File: config.mk
export PLATFORM = sky130hd
export DESIGN_NAME = pldsec_ctrl
export DESIGN_NICKNAME = d
export VERILOG_FILES = /design/src/hw/pldsec_pkg.sv /design/src/hw/pldsec_ctrl.sv /design/src/hw/pldsec_sig_mem.sv
export SDC_FILE = /design/constraint.sdc
export NUM_CORES = 1
export LEC_CHECK = 0
export BUFFER_PORTS_ARGS = -buffer_cell sky130_fd_sc_hd__clkbuf_2
export CAP_MARGIN = 20
export CORE_UTILIZATION = 41
export CTS_BUF_LIST = sky130_fd_sc_hd__clkbuf_8
export DETAILED_ROUTE_END_ITERATION = 10
export PLACE_DENSITY = 0.75
export SYNTH_ARGS = -nofsm -noshare
export SYNTH_HDL_FRONTEND = slang
export SYNTH_HIERARCHICAL = 1
export SYNTH_SLANG_ARGS = --single-unit
File: constraint.sdc
create_clock -name ref_clk -period 1.21 [get_ports ref_clk]
set_input_delay 0.3025 -clock ref_clk [delete_from_list [all_inputs] [get_ports ref_clk]]
set_output_delay 0.3025 -clock ref_clk [all_outputs]
set_load 0.01 [all_outputs]
File: src/hw/pldsec_pkg.sv
/*
 * Shared constants for the power-down, power-up reset, preload,
 * signature and security control block of a small registered logic device.
 * Assumes a single 40 MHz ref_clk and an asynchronous active-low reset.
 */
package pldsec_pkg;
   localparam int CLK_PERIOD_NS = 25;
   // power_up_reset_time, typical and longest
   localparam int PUR_TYP_NS = 600;
   localparam int PUR_MAX_NS = 1000;
   // typical time: round up
   localparam int PUR_CYC = (PUR_TYP_NS + CLK_PERIOD_NS - 1) / CLK_PERIOD_NS;
   localparam int PUR_CNT_W = 6;
   localparam int NUM_CELLS = 10;
   localparam int SIG_WORDS = 8;
   localparam int SIG_ADDR_W = 3;
   localparam int SIG_DATA_W = 8;
   localparam logic [SIG_DATA_W-1:0] SIG_RESET = 8'h00;
   localparam logic CELL_RESET = 1'b0;
   typedef enum logic [1:0] {
      ST_PUR,
      ST_RUN,
      ST_SLEEP
   } pldsec_state_e;
endpackage

File: src/hw/pldsec_ctrl.sv
/*
 * Control of macrocell registers: power-up reset, sleep hold, preload,
 * security fuse, signature access and pin keepers.
 * Assumes pins arrive asynchronously and are synchronised here; the
 * user logic array supplies next cell values and enables on ref_clk.
 */
module pldsec_ctrl #(
   parameter int N = pldsec_pkg::NUM_CELLS
) (
   input wire logic ref_clk, // device clock
   input wire logic rstn, // power-up reset, active low
   input wire logic sleep_hold_input, // power-down pin, async
   input wire logic [N-1:0] logic_next, // array next register values
   input wire logic [N-1:0] logic_oe, // array output enables
   input wire logic [N-1:0] out_invert, // per-output polarity
   input wire logic [N-1:0] pin_in, // pad input level
   input wire logic [N-1:0] pin_drv, // pad has an external driver
   input wire logic preload_req, // preload strobe
   input wire logic [N-1:0] preload_val, // preload values
   input wire logic verify_req, // config readback request
   input wire logic [N-1:0] verify_data, // config pattern to read
   input wire logic fuse_prog, // program the security fuse
   input wire logic sig_we, // signature write
   input wire logic [pldsec_pkg::SIG_ADDR_W-1:0] sig_addr, // signature addr
   input wire logic [pldsec_pkg::SIG_DATA_W-1:0] sig_wdata, // sig data
   output logic [N-1:0] pin_o_ff, // pad output level
   output logic [N-1:0] pin_oe_ff, // pad output enable
   output logic [N-1:0] pin_keep_ff, // kept pad level to array
   output logic [N-1:0] cell_q_ff, // macrocell registers
   output logic [N-1:0] verify_out_ff, // readback data, zeroed by a verify while secured
   output logic secured_ff, // fuse programmed
   output logic refused_ff, // last verify or preload refused
   output logic sleeping_ff, // in sleep hold
   output logic ready_ff, // power-up reset over
   output logic [pldsec_pkg::SIG_DATA_W-1:0] sig_rdata_ff // sig read data
);
   pldsec_pkg::pldsec_state_e state_ff, nxt_state;
   logic [2:0] slp_sync_ff;
   logic slp_ff;
   logic [pldsec_pkg::PUR_CNT_W-1:0] pur_cnt_ff;
   logic run;
   logic [2:0][2*N-1:0] pad_sync_ff;
   logic [2*N-1:0] pad_ff;

   // three stages; change counts when second and third agree
   always_ff @(posedge ref_clk or negedge rstn) begin
      if (!rstn) begin
         slp_sync_ff <= '0;
      end else begin
         slp_sync_ff <= {slp_sync_ff[1:0], sleep_hold_input};
      end
   end

   always_ff @(posedge ref_clk or negedge rstn) begin
      if (!rstn) begin
         slp_ff <= 1'b0;
      end else if (slp_sync_ff[1] == slp_sync_ff[2]) begin
         slp_ff <= slp_sync_ff[2];
      end
   end

   // pads are async too; driver flag and level share one pipe so they
   // stay aligned when a driver lets go
   always_ff @(posedge ref_clk or negedge rstn) begin
      if (!rstn) begin
         pad_sync_ff <= '0;
      end else begin
         pad_sync_ff <= {pad_sync_ff[1:0], pin_drv, pin_in};
      end
   end

   // a bit counts once second and third stage agree
   always_ff @(posedge ref_clk or negedge rstn) begin
      if (!rstn) begin
         pad_ff <= '0;
      end else begin
         pad_ff <= (pad_sync_ff[2] & ~(pad_sync_ff[1] ^ pad_sync_ff[2])) |
            (pad_ff & (pad_sync_ff[1] ^ pad_sync_ff[2]));
      end
   end

   always_comb begin
      nxt_state = state_ff;
      case (state_ff)
         pldsec_pkg::ST_PUR: begin
            if (pur_cnt_ff ==
                pldsec_pkg::PUR_CNT_W'(pldsec_pkg::PUR_CYC - 1)) begin
               nxt_state = pldsec_pkg::ST_RUN;
            end
         end
         pldsec_pkg::ST_RUN: begin
            if (slp_ff) begin
               nxt_state = pldsec_pkg::ST_SLEEP;
            end
         end
         pldsec_pkg::ST_SLEEP: begin
            if (!slp_ff) begin
               nxt_state = pldsec_pkg::ST_RUN;
            end
         end
         default: nxt_state = pldsec_pkg::ST_PUR;
      endcase
   end

   always_ff @(posedge ref_clk or negedge rstn) begin
      if (!rstn) begin
         state_ff <= pldsec_pkg::ST_PUR;
      end else begin
         state_ff <= nxt_state;
      end
   end

   // counts out the reset interval before the array may clock
   always_ff @(posedge ref_clk or negedge rstn) begin
      if (!rstn) begin
         pur_cnt_ff <= '0;
      end else if (state_ff == pldsec_pkg::ST_PUR) begin
         pur_cnt_ff <= pur_cnt_ff + 1'b1;
      end
   end

   // run also requires no sleep request this cycle, so no edge slips in
   assign run = (state_ff == pldsec_pkg::ST_RUN) && !slp_ff;

   always_ff @(posedge ref_clk or negedge rstn) begin
      if (!rstn) begin
         sleeping_ff <= 1'b0;
         ready_ff <= 1'b0;
      end else begin
         sleeping_ff <= (nxt_state == pldsec_pkg::ST_SLEEP);
         ready_ff <= (nxt_state != pldsec_pkg::ST_PUR);
      end
   end

   always_ff @(posedge ref_clk or negedge rstn) begin
      if (!rstn) begin
         secured_ff <= 1'b0;
      end else if (fuse_prog) begin
         secured_ff <= 1'b1;
      end
   end

   always_ff @(posedge ref_clk or negedge rstn) begin
      if (!rstn) begin
         cell_q_ff <= {N{pldsec_pkg::CELL_RESET}};
      end else if (preload_req && !secured_ff && !fuse_prog) begin
         cell_q_ff <= preload_val;
      end else if (run) begin
         cell_q_ff <= logic_next;
      end
   end

   always_ff @(posedge ref_clk or negedge rstn) begin
      if (!rstn) begin
         verify_out_ff <= '0;
         refused_ff <= 1'b0;
      end else begin
         if (verify_req) begin
            verify_out_ff <= (secured_ff || fuse_prog) ? '0 : verify_data;
         end
         if (verify_req || preload_req) begin
            refused_ff <= secured_ff || fuse_prog;
         end
      end
   end

   // output stage; enables updated only when running
   always_ff @(posedge ref_clk or negedge rstn) begin
      if (!rstn) begin
         pin_oe_ff <= '0;
      end else if (run) begin
         pin_oe_ff <= logic_oe;
      end
   end

   // held because the update is gated off while state_ff is ST_SLEEP
   always_ff @(posedge ref_clk or negedge rstn) begin
      if (!rstn) begin
         pin_o_ff <= '0;
      end else if (state_ff != pldsec_pkg::ST_SLEEP) begin
         pin_o_ff <= cell_q_ff ^ out_invert;
      end
   end

   genvar g;
   generate
      for (g = 0; g < N; g++) begin : g_keep
         always_ff @(posedge ref_clk or negedge rstn) begin
            if (!rstn) begin
               pin_keep_ff[g] <= 1'b0;
            end else if (pin_oe_ff[g]) begin
               pin_keep_ff[g] <= pin_o_ff[g];
            end else if (pad_ff[N+g] && state_ff != pldsec_pkg::ST_SLEEP) begin
               pin_keep_ff[g] <= pad_ff[g];
            end
         end
      end
   endgenerate

   pldsec_sig_mem u_sig (
      .ref_clk(ref_clk),
      .rstn(rstn),
      .we(sig_we),
      .addr(sig_addr),
      .wdata(sig_wdata),
      .rdata_ff(sig_rdata_ff)
   );
endmodule

File: src/hw/pldsec_sig_mem.sv
/*
 * User signature store: 64 bits as 8 words of 8 bits, registered read.
 * The caller passes writes ungated; reads are never blocked.
 */
module pldsec_sig_mem #(
   parameter int AW = pldsec_pkg::SIG_ADDR_W,
   parameter int DW = pldsec_pkg::SIG_DATA_W
) (
   input wire logic ref_clk, // clock
   input wire logic rstn, // async reset, active low
   input wire logic we, // write strobe
   input wire logic [AW-1:0] addr, // word address
   input wire logic [DW-1:0] wdata, // write data
   output logic [DW-1:0] rdata_ff // registered read data
);
   logic [DW-1:0] mem_ff [2**AW];

   always_ff @(posedge ref_clk or negedge rstn) begin
      if (!rstn) begin
         for (int i = 0; i < 2**AW; i++) begin
            mem_ff[i] <= pldsec_pkg::SIG_RESET;
         end
      end else if (we) begin
         mem_ff[addr] <= wdata;
      end
   end

   always_ff @(posedge ref_clk or negedge rstn) begin
      if (!rstn) begin
         rdata_ff <= pldsec_pkg::SIG_RESET;
      end else begin
         rdata_ff <= mem_ff[addr];
      end
   end
endmodule

== Word level (Yosys, flattened, before mapping) ==
Index checks and enable logic that the tools add are counted.

* Output and inout bits: 62
* Memory bits (read-only): 0
* Latch bits: 0
* Memories kept: 0
* RAM bits: 0
* Word-level logic and storage cells: 116
* Bits in registers: 218

* Shift operators: 0
* Add/sub/neg operators: 1
* Mux-type cells: 33
* Bitwise operators: 7
* Div/mod/pow operators: 0
* Reductions and logical operators: 32
* Equality and inequality tests: 6
* Multipliers: 0
* Order comparisons: 2

{| class="wikitable"
|+ Operators with widths
! operator !! count
|-
| $bwmux 64 || 1
|-
| $and 20x20->20 || 2
|-
| $mux 10 || 3
|-
| $bmux 8 s3 || 1
|-
| $demux 8 s3 || 1
|-
| $mux 8 || 3
|-
| $reduce_bool 2->1 || 12
|-
| $mux 1 || 20
|-
| $not 20->20 || 1
|-
| $or 20x20->20 || 1
|-
| $xor 20x20->20 || 1
|-
| $logic_and 1x1->1 || 14
|-
| $xor 10x10->10 || 1
|-
| $add 6x1->6 const B || 1
|-
| $eq 6x5->1 const B || 1
|-
| $mux 2 || 3
|-
| $pmux 2 s3 || 1
|-
| $eq 2x2->1 const B || 2
|-
| $ge 4x4->1 const B || 1
|-
| $lt 4x1->1 const B || 1
|-
| $not 3->4 || 1
|-
| $logic_not 1->1 || 3
|-
| $eq 2x1->1 const B || 1
|-
| $logic_not 2->1 || 1
|-
| other kinds (3) || 4
|}

== Depth between registers and ports, before layout ==
* Depth in word-level cells: 6
* Mapped depth: 5
* Depth with buffers taken out: 3

== Hierarchy ==
Netlist, hierarchy kept.

{| class="wikitable"
|+ Modules (own cells, without submodules)
! module !! cells an instance !! seq. area each (µm²) !! times used !! area each (µm²)
|-
| pldsec_ctrl || 381 || 3653.5 || 1 || 5028.6
|-
| pldsec_sig_mem || 224 || 1801.7 || 1 || 3343.2
|}

== Least setup slack after synthesis ==
No wires, ideal clock.

* Kind: input-to-reg
* Start point: input sig_addr[1] in the netlist's numbering
* End point: register u_sig/mem_ff[40] in the netlist's numbering
* Arrival time: 1.243 ns
* Setup time: 0.125 ns
* Cell stages on the path: 5
* Slack: -0.158 ns
* Cells stage by stage: buf_6 > nor2b_4 > and3_1 > buf_6 > mux2_4

* Cells in the longest elaborated chain, start to end: 6

{| class="wikitable"
|+ RTL lines
! item !! RTL line !! RTL
|-
| start: declaration || pldsec_ctrl.sv:24 || <nowiki>input wire logic [pldsec_pkg::SIG_ADDR_W-1:0] sig_addr,</nowiki>
|-
| $not 3->4 (not written as such) (*) || pldsec_sig_mem.sv:24 || <nowiki>mem_ff[addr] <= wdata;</nowiki>
|-
| $ge 4x4->1 (not written as such) / $lt 4x1->1 (equally long branches) || pldsec_sig_mem.sv:24 ||
|-
| $logic_and 1x1->1 (not written as such) || pldsec_sig_mem.sv:24 ||
|-
| $mux 8 (not written as such) || pldsec_sig_mem.sv:24 ||
|-
| $demux 8 s3 (*) || pldsec_sig_mem.sv:24 ||
|-
| $bwmux 64 (*) || pldsec_sig_mem.sv:24 ||
|-
| end signal: indexed assignment || pldsec_sig_mem.sv:21 || <nowiki>mem_ff[i] <= pldsec_pkg::SIG_RESET;</nowiki>
|-
| end signal: indexed assignment || pldsec_sig_mem.sv:24 ||
|-
| end: declaration || pldsec_sig_mem.sv:16 || <nowiki>logic [DW-1:0] mem_ff [2**AW];</nowiki>
|}

Every way passes the cells marked *; elsewhere a longest branch is shown, timed or not.
A chain may end at the register's enable or synchronous reset.

== Worst setup path in the final report ==
* Start point: register pin_keep_ff[1]
* End point: output pin_keep_ff[1]

{| class="wikitable"
|+ RTL lines
! item !! RTL line !! RTL
|-
| start: declaration || pldsec_ctrl.sv:28 || <nowiki>output logic [N-1:0] pin_keep_ff,</nowiki>
|-
| start signal: indexed assignment || pldsec_ctrl.sv:192 || <nowiki>pin_keep_ff[g] <= pin_o_ff[g];</nowiki>
|-
| start signal: indexed assignment || pldsec_ctrl.sv:194 || <nowiki>pin_keep_ff[g] <= pad_ff[g];</nowiki>
|}

No word-level cell between the ends.

==> insert_results.sql <==
INSERT INTO impl_metrics (metric_group, metric, value, unit) VALUES
('worst_setup_path', 'crit_path_start_kind', 'flop', ''),
('pwr', 'power_report.internal_total', '0.0175', 'W'),
('worst_setup_path', 'critPathArrivalTime', '1.23', 'ns'),
('pwr', 'net-switching-power', '0.00892', 'W'),
('timing', 'layout_setup_ws', '-0.321', 'ns'),
('worst_setup_path', 'cp_cell_sequence', 'clkbuf_2', ''),
('finish', 'seq_area', '5460', 'um2'),
('timing', 'fin_tns_setup', '-14.24', 'ns'),
('worst_hold_path', 'hold-path-cell-count', '2', ''),
('clocking', 'cts_htree_levels', '2', ''),
('placed_design', 'place_hpwl', '12900', 'um'),
('drt', 'drtAntennaViolNets', '0', ''),
('timing', 'final_min_period_over_clock_period', '127', '%'),
('grt', 'grt_antenna_before_repair', '2', ''),
('logic_synthesis', 'async_reset_ff_share', '100', '%'),
('drt', 'via_count', '6398', ''),
('status', 'outcome', 'complete, but fails checks', ''),
('grt', 'grt_pass1_wl', '34000', 'um'),
('clocking', 'cts_tree', 'done', ''),
('worst_setup_path', 'critical_path_start', 'pin_keep_ff[1]', ''),
('drt', 'drt_drc_violations_left', '0', ''),
('worst_setup_path', 'worst_path_largest_cell_delay', '0.49', 'ns'),
('grt', 'number_of_global_route_vias_before_repair', '6434', ''),
('timing', 'max_clock_freq', '653', 'MHz'),
('worst_setup_path', 'worst-path-max-fanout', '2', ''),
('drt', 'drt_wl_total', '26800', 'um'),
('drt', 'routedWlPerCell', '21.8', 'um'),
('finish', 'share_of_post_route_cells_with_drive_strength_above_1', '54.9', '%'),
('worst_hold_path', 'worstHoldPathType', 'input pin to flop', ''),
('job', 'drv.max_cap_violation_count', '0', ''),
('clocking', 'insertion_delay', '0.52', 'ns'),
('worst_setup_path', 'r2r-start', 'state_ff[0]', ''),
('timing', 'final-hold-violation-count', '0', ''),
('timing', 'maxSlewHeadroom', '61.6', '%'),
('placed_design', 'placed_cells_incl_taps', '1046', ''),
('finish', 'leading_cell_types_in_the_layout_fill_and_taps_excluded', 'dfrtp_1, clkbuf_2, buf_4', ''),
('finish', 'multi_input_area', '3350', 'um2'),
('die', 'initial_utilization', '42.5', '%'),
('timing', 'setup_viol_count_final', '105', ''),
('logic_synthesis', 'synth-seq-cells', '218', ''),
('worst_setup_path', 'timing.setup.critical_path_class', 'flop to output pin', ''),
('worst_setup_path', 'timing.critical_path.buf_inv', '1', ''),
('logic_synthesis', 'prevailing_post_synth_register_cell', 'dfrtp_1', ''),
('logic_synthesis', 'post_synthesis_net_count', '694', ''),
('finish', 'flow.area_growth_from_synthesis', '48.4', '%'),
('pwr', 'power.static_leakage', '5.81', 'nW'),
('die', 'design.die.area', '21000', 'um2'),
('placed_design', 'count_of_input_and_output_buffers', '149', ''),
('clocking', 'cts_num_sinks', '218', ''),
('timing', 'unrepaired_setup_endpoints_after_global_routing', 'true', ''),
('grt', 'grt-ovfl-total', '0', ''),
('worst_setup_path', 'ff2ff_path_depth', '6', ''),
('status', 'violations', 'setup timing', ''),
('worst_hold_path', 'hold_end', 'cell_q_ff[7]', ''),
('pwr', 'power.combinational.fraction', '37.3', '%'),
('logic_synthesis', 'synth.yosys.seq_area_share', '65.2', '%'),
('worst_setup_path', 'critPathRequiredTime', '0.91', 'ns'),
('drt', 'via_per_inst', '5.21', ''),
('finish', 'n_fill_cell', '1335', ''),
('pwr', 'share_of_total_power_in_the_clock_network', '24.5', '%'),
('pwr', 'powerDensity', '2120', 'nW/um2'),
('logic_synthesis', 'synthesis.area_per_instance', '13.8', 'um2'),
('grt', 'grt_max_degree', '45', ''),
('die', 'rows', '51', ''),
('worst_setup_path', 'crit_path_slowest_cell', 'dfrtp_1', ''),
('worst_setup_path', 'crit_path_end_kind', 'output pin', ''),
('worst_setup_path', 'reg2reg_slack', '-0.27', 'ns'),
('logic_synthesis', 'synth.distinct_cells', '45', ''),
('timing', 'worst_hold_slack', '0.0332', 'ns'),
('logic_synthesis', 'synth_warnings', '6', ''),
('timing', 'clock_skew', '0.0227', 'ns');
sequential cells by signal, indices dropped and copies added, names as in the netlist, 2 cells and up, named ones only:
name,flops
pin_o_ff,10
pin_oe_ff,10
slp_sync_ff,3
u_sig/mem_ff,64
pin_keep_ff,10
verify_out_ff,10
pad_sync_ff,60
cell_q_ff,10
u_sig/rdata_ff,8
state_ff,2
pur_cnt_ff,6
worst reg2reg max path, cell delays in order, from the launching register on:
cell and delay, ns:
dfrtp_2 0.44, buf_6 0.12, nor3b_4 0.14, buf_6 0.14
buf_12 0.15, a21oi_2 0.24, a2bb2oi_1 0.13
stage by stage:
step / utilization, % / cell area (um2) / setup slack [ns] / total power (W)
2_1_floorplan: - / 8540 / -0.121 / 0.0130
3_3_place_gp: 50.3 / 9930 / -0.295 / 0.0151
3_5_place_dp: 50.3 / 9930 / -0.317 / 0.0153
4_1_cts: 59.2 / 11700 / -0.201 / 0.0237
5_1_grt: 63.0 / 12400 / -0.340 / 0.0275
6_report: 63.0 / 12400 / -0.321 / 0.0264
metal layers:
metal,GRT usage [%],vias to the layer above,routed length [um]
met5,0,-,13
met4,9.92,2,1290
met3,6.12,104,2450
met2,34.8,346,12800
met1,26.4,3165,10200
li1,-,2781,-
final cells by class:
| type | count | area share (%) |
|---|---|---|
| tap | 265 | 2.67 |
| clock inverter | 16 | 0.624 |
| multi-input combinational | 343 | 27.0 |
| timing repair buffer | 314 | 19.9 |
| antenna | 1 | 0.0201 |
| inverter | 24 | 0.725 |
| clock buffer | 46 | 5.09 |
| sequential | 218 | 43.9 |
logic make-up (layout without fill, tap and decap cells):
| group | after synthesis | after routing | share of synthesized area [%] |
|---|---|---|---|
| XOR/XNOR | 15 | 15 | 1.57 |
| AO/OA/AOI/OAI | 99 | 99 | 7.34 |
| buffers and inverters | 47 | 400 | 3.14 |
| AND/OR/NAND/NOR | 116 | 119 | 7.94 |
| other | 0 | 1 | 0 |
| flip-flops | 218 | 218 | 65.2 |
| adder cells (fa/ha/maj) | 22 | 22 | 2.66 |
| multiplexers | 88 | 88 | 12.2 |
what timing repair did:
item,4_1_cts,5_1_grt
gates resized for setup,54,125
setup endpoints to repair,104,116
pin swaps,51,50
setup buffers,45,31
gates cloned,6,1
hold buffers,41,0
hold endpoints to repair,258,0
synth_stat cells (9+ instances only):
library cell	number	share of area (%)
mux2_2	79	11
a2bb2oi_1	10	1.0
a21oi_1	21	1.3
nor2b_1	11	0.82
o21ai_1	17	1.0
a22oi_1	15	1.3
buf_2	9	0.54
a31oi_1	10	0.75
xnor2_1	14	1.5
dfrtp_1	218	65
maj3_1	21	2.5
nand3_1	13	0.78
nand2_1	60	2.7
inv_1	23	1.0
o21ai_0	15	0.90
power groups by stage:
stage / Combinational (W) / Sequential (W) / Clock, W
6_report: 0.00984 / 0.0101 / 0.00646
5_1_grt: 0.0103 / 0.0102 / 0.00696
4_1_cts: 0.00729 / 0.00985 / 0.00653
3_5_place_dp: 0.00515 / 0.0101 / 0
3_3_place_gp: 0.00498 / 0.0101 / 0
2_1_floorplan: 0.00276 / 0.0102 / 0
worst max-delay path by stage:
stage                        endpoint  slack [ns]  cells after the start
finish                 pin_keep_ff[1]       -0.32                      1
global route           pin_keep_ff[1]       -0.34                      1
CTS                       pin_o_ff[1]       -0.20                      1
detailed placement  u_sig/rdata_ff[4]       -0.32                      5
global placement    u_sig/rdata_ff[2]       -0.29                      5
floorplan            u_sig/mem_ff[25]       -0.12                      4
No activity file was read; power rests on OpenSTA's default activity.
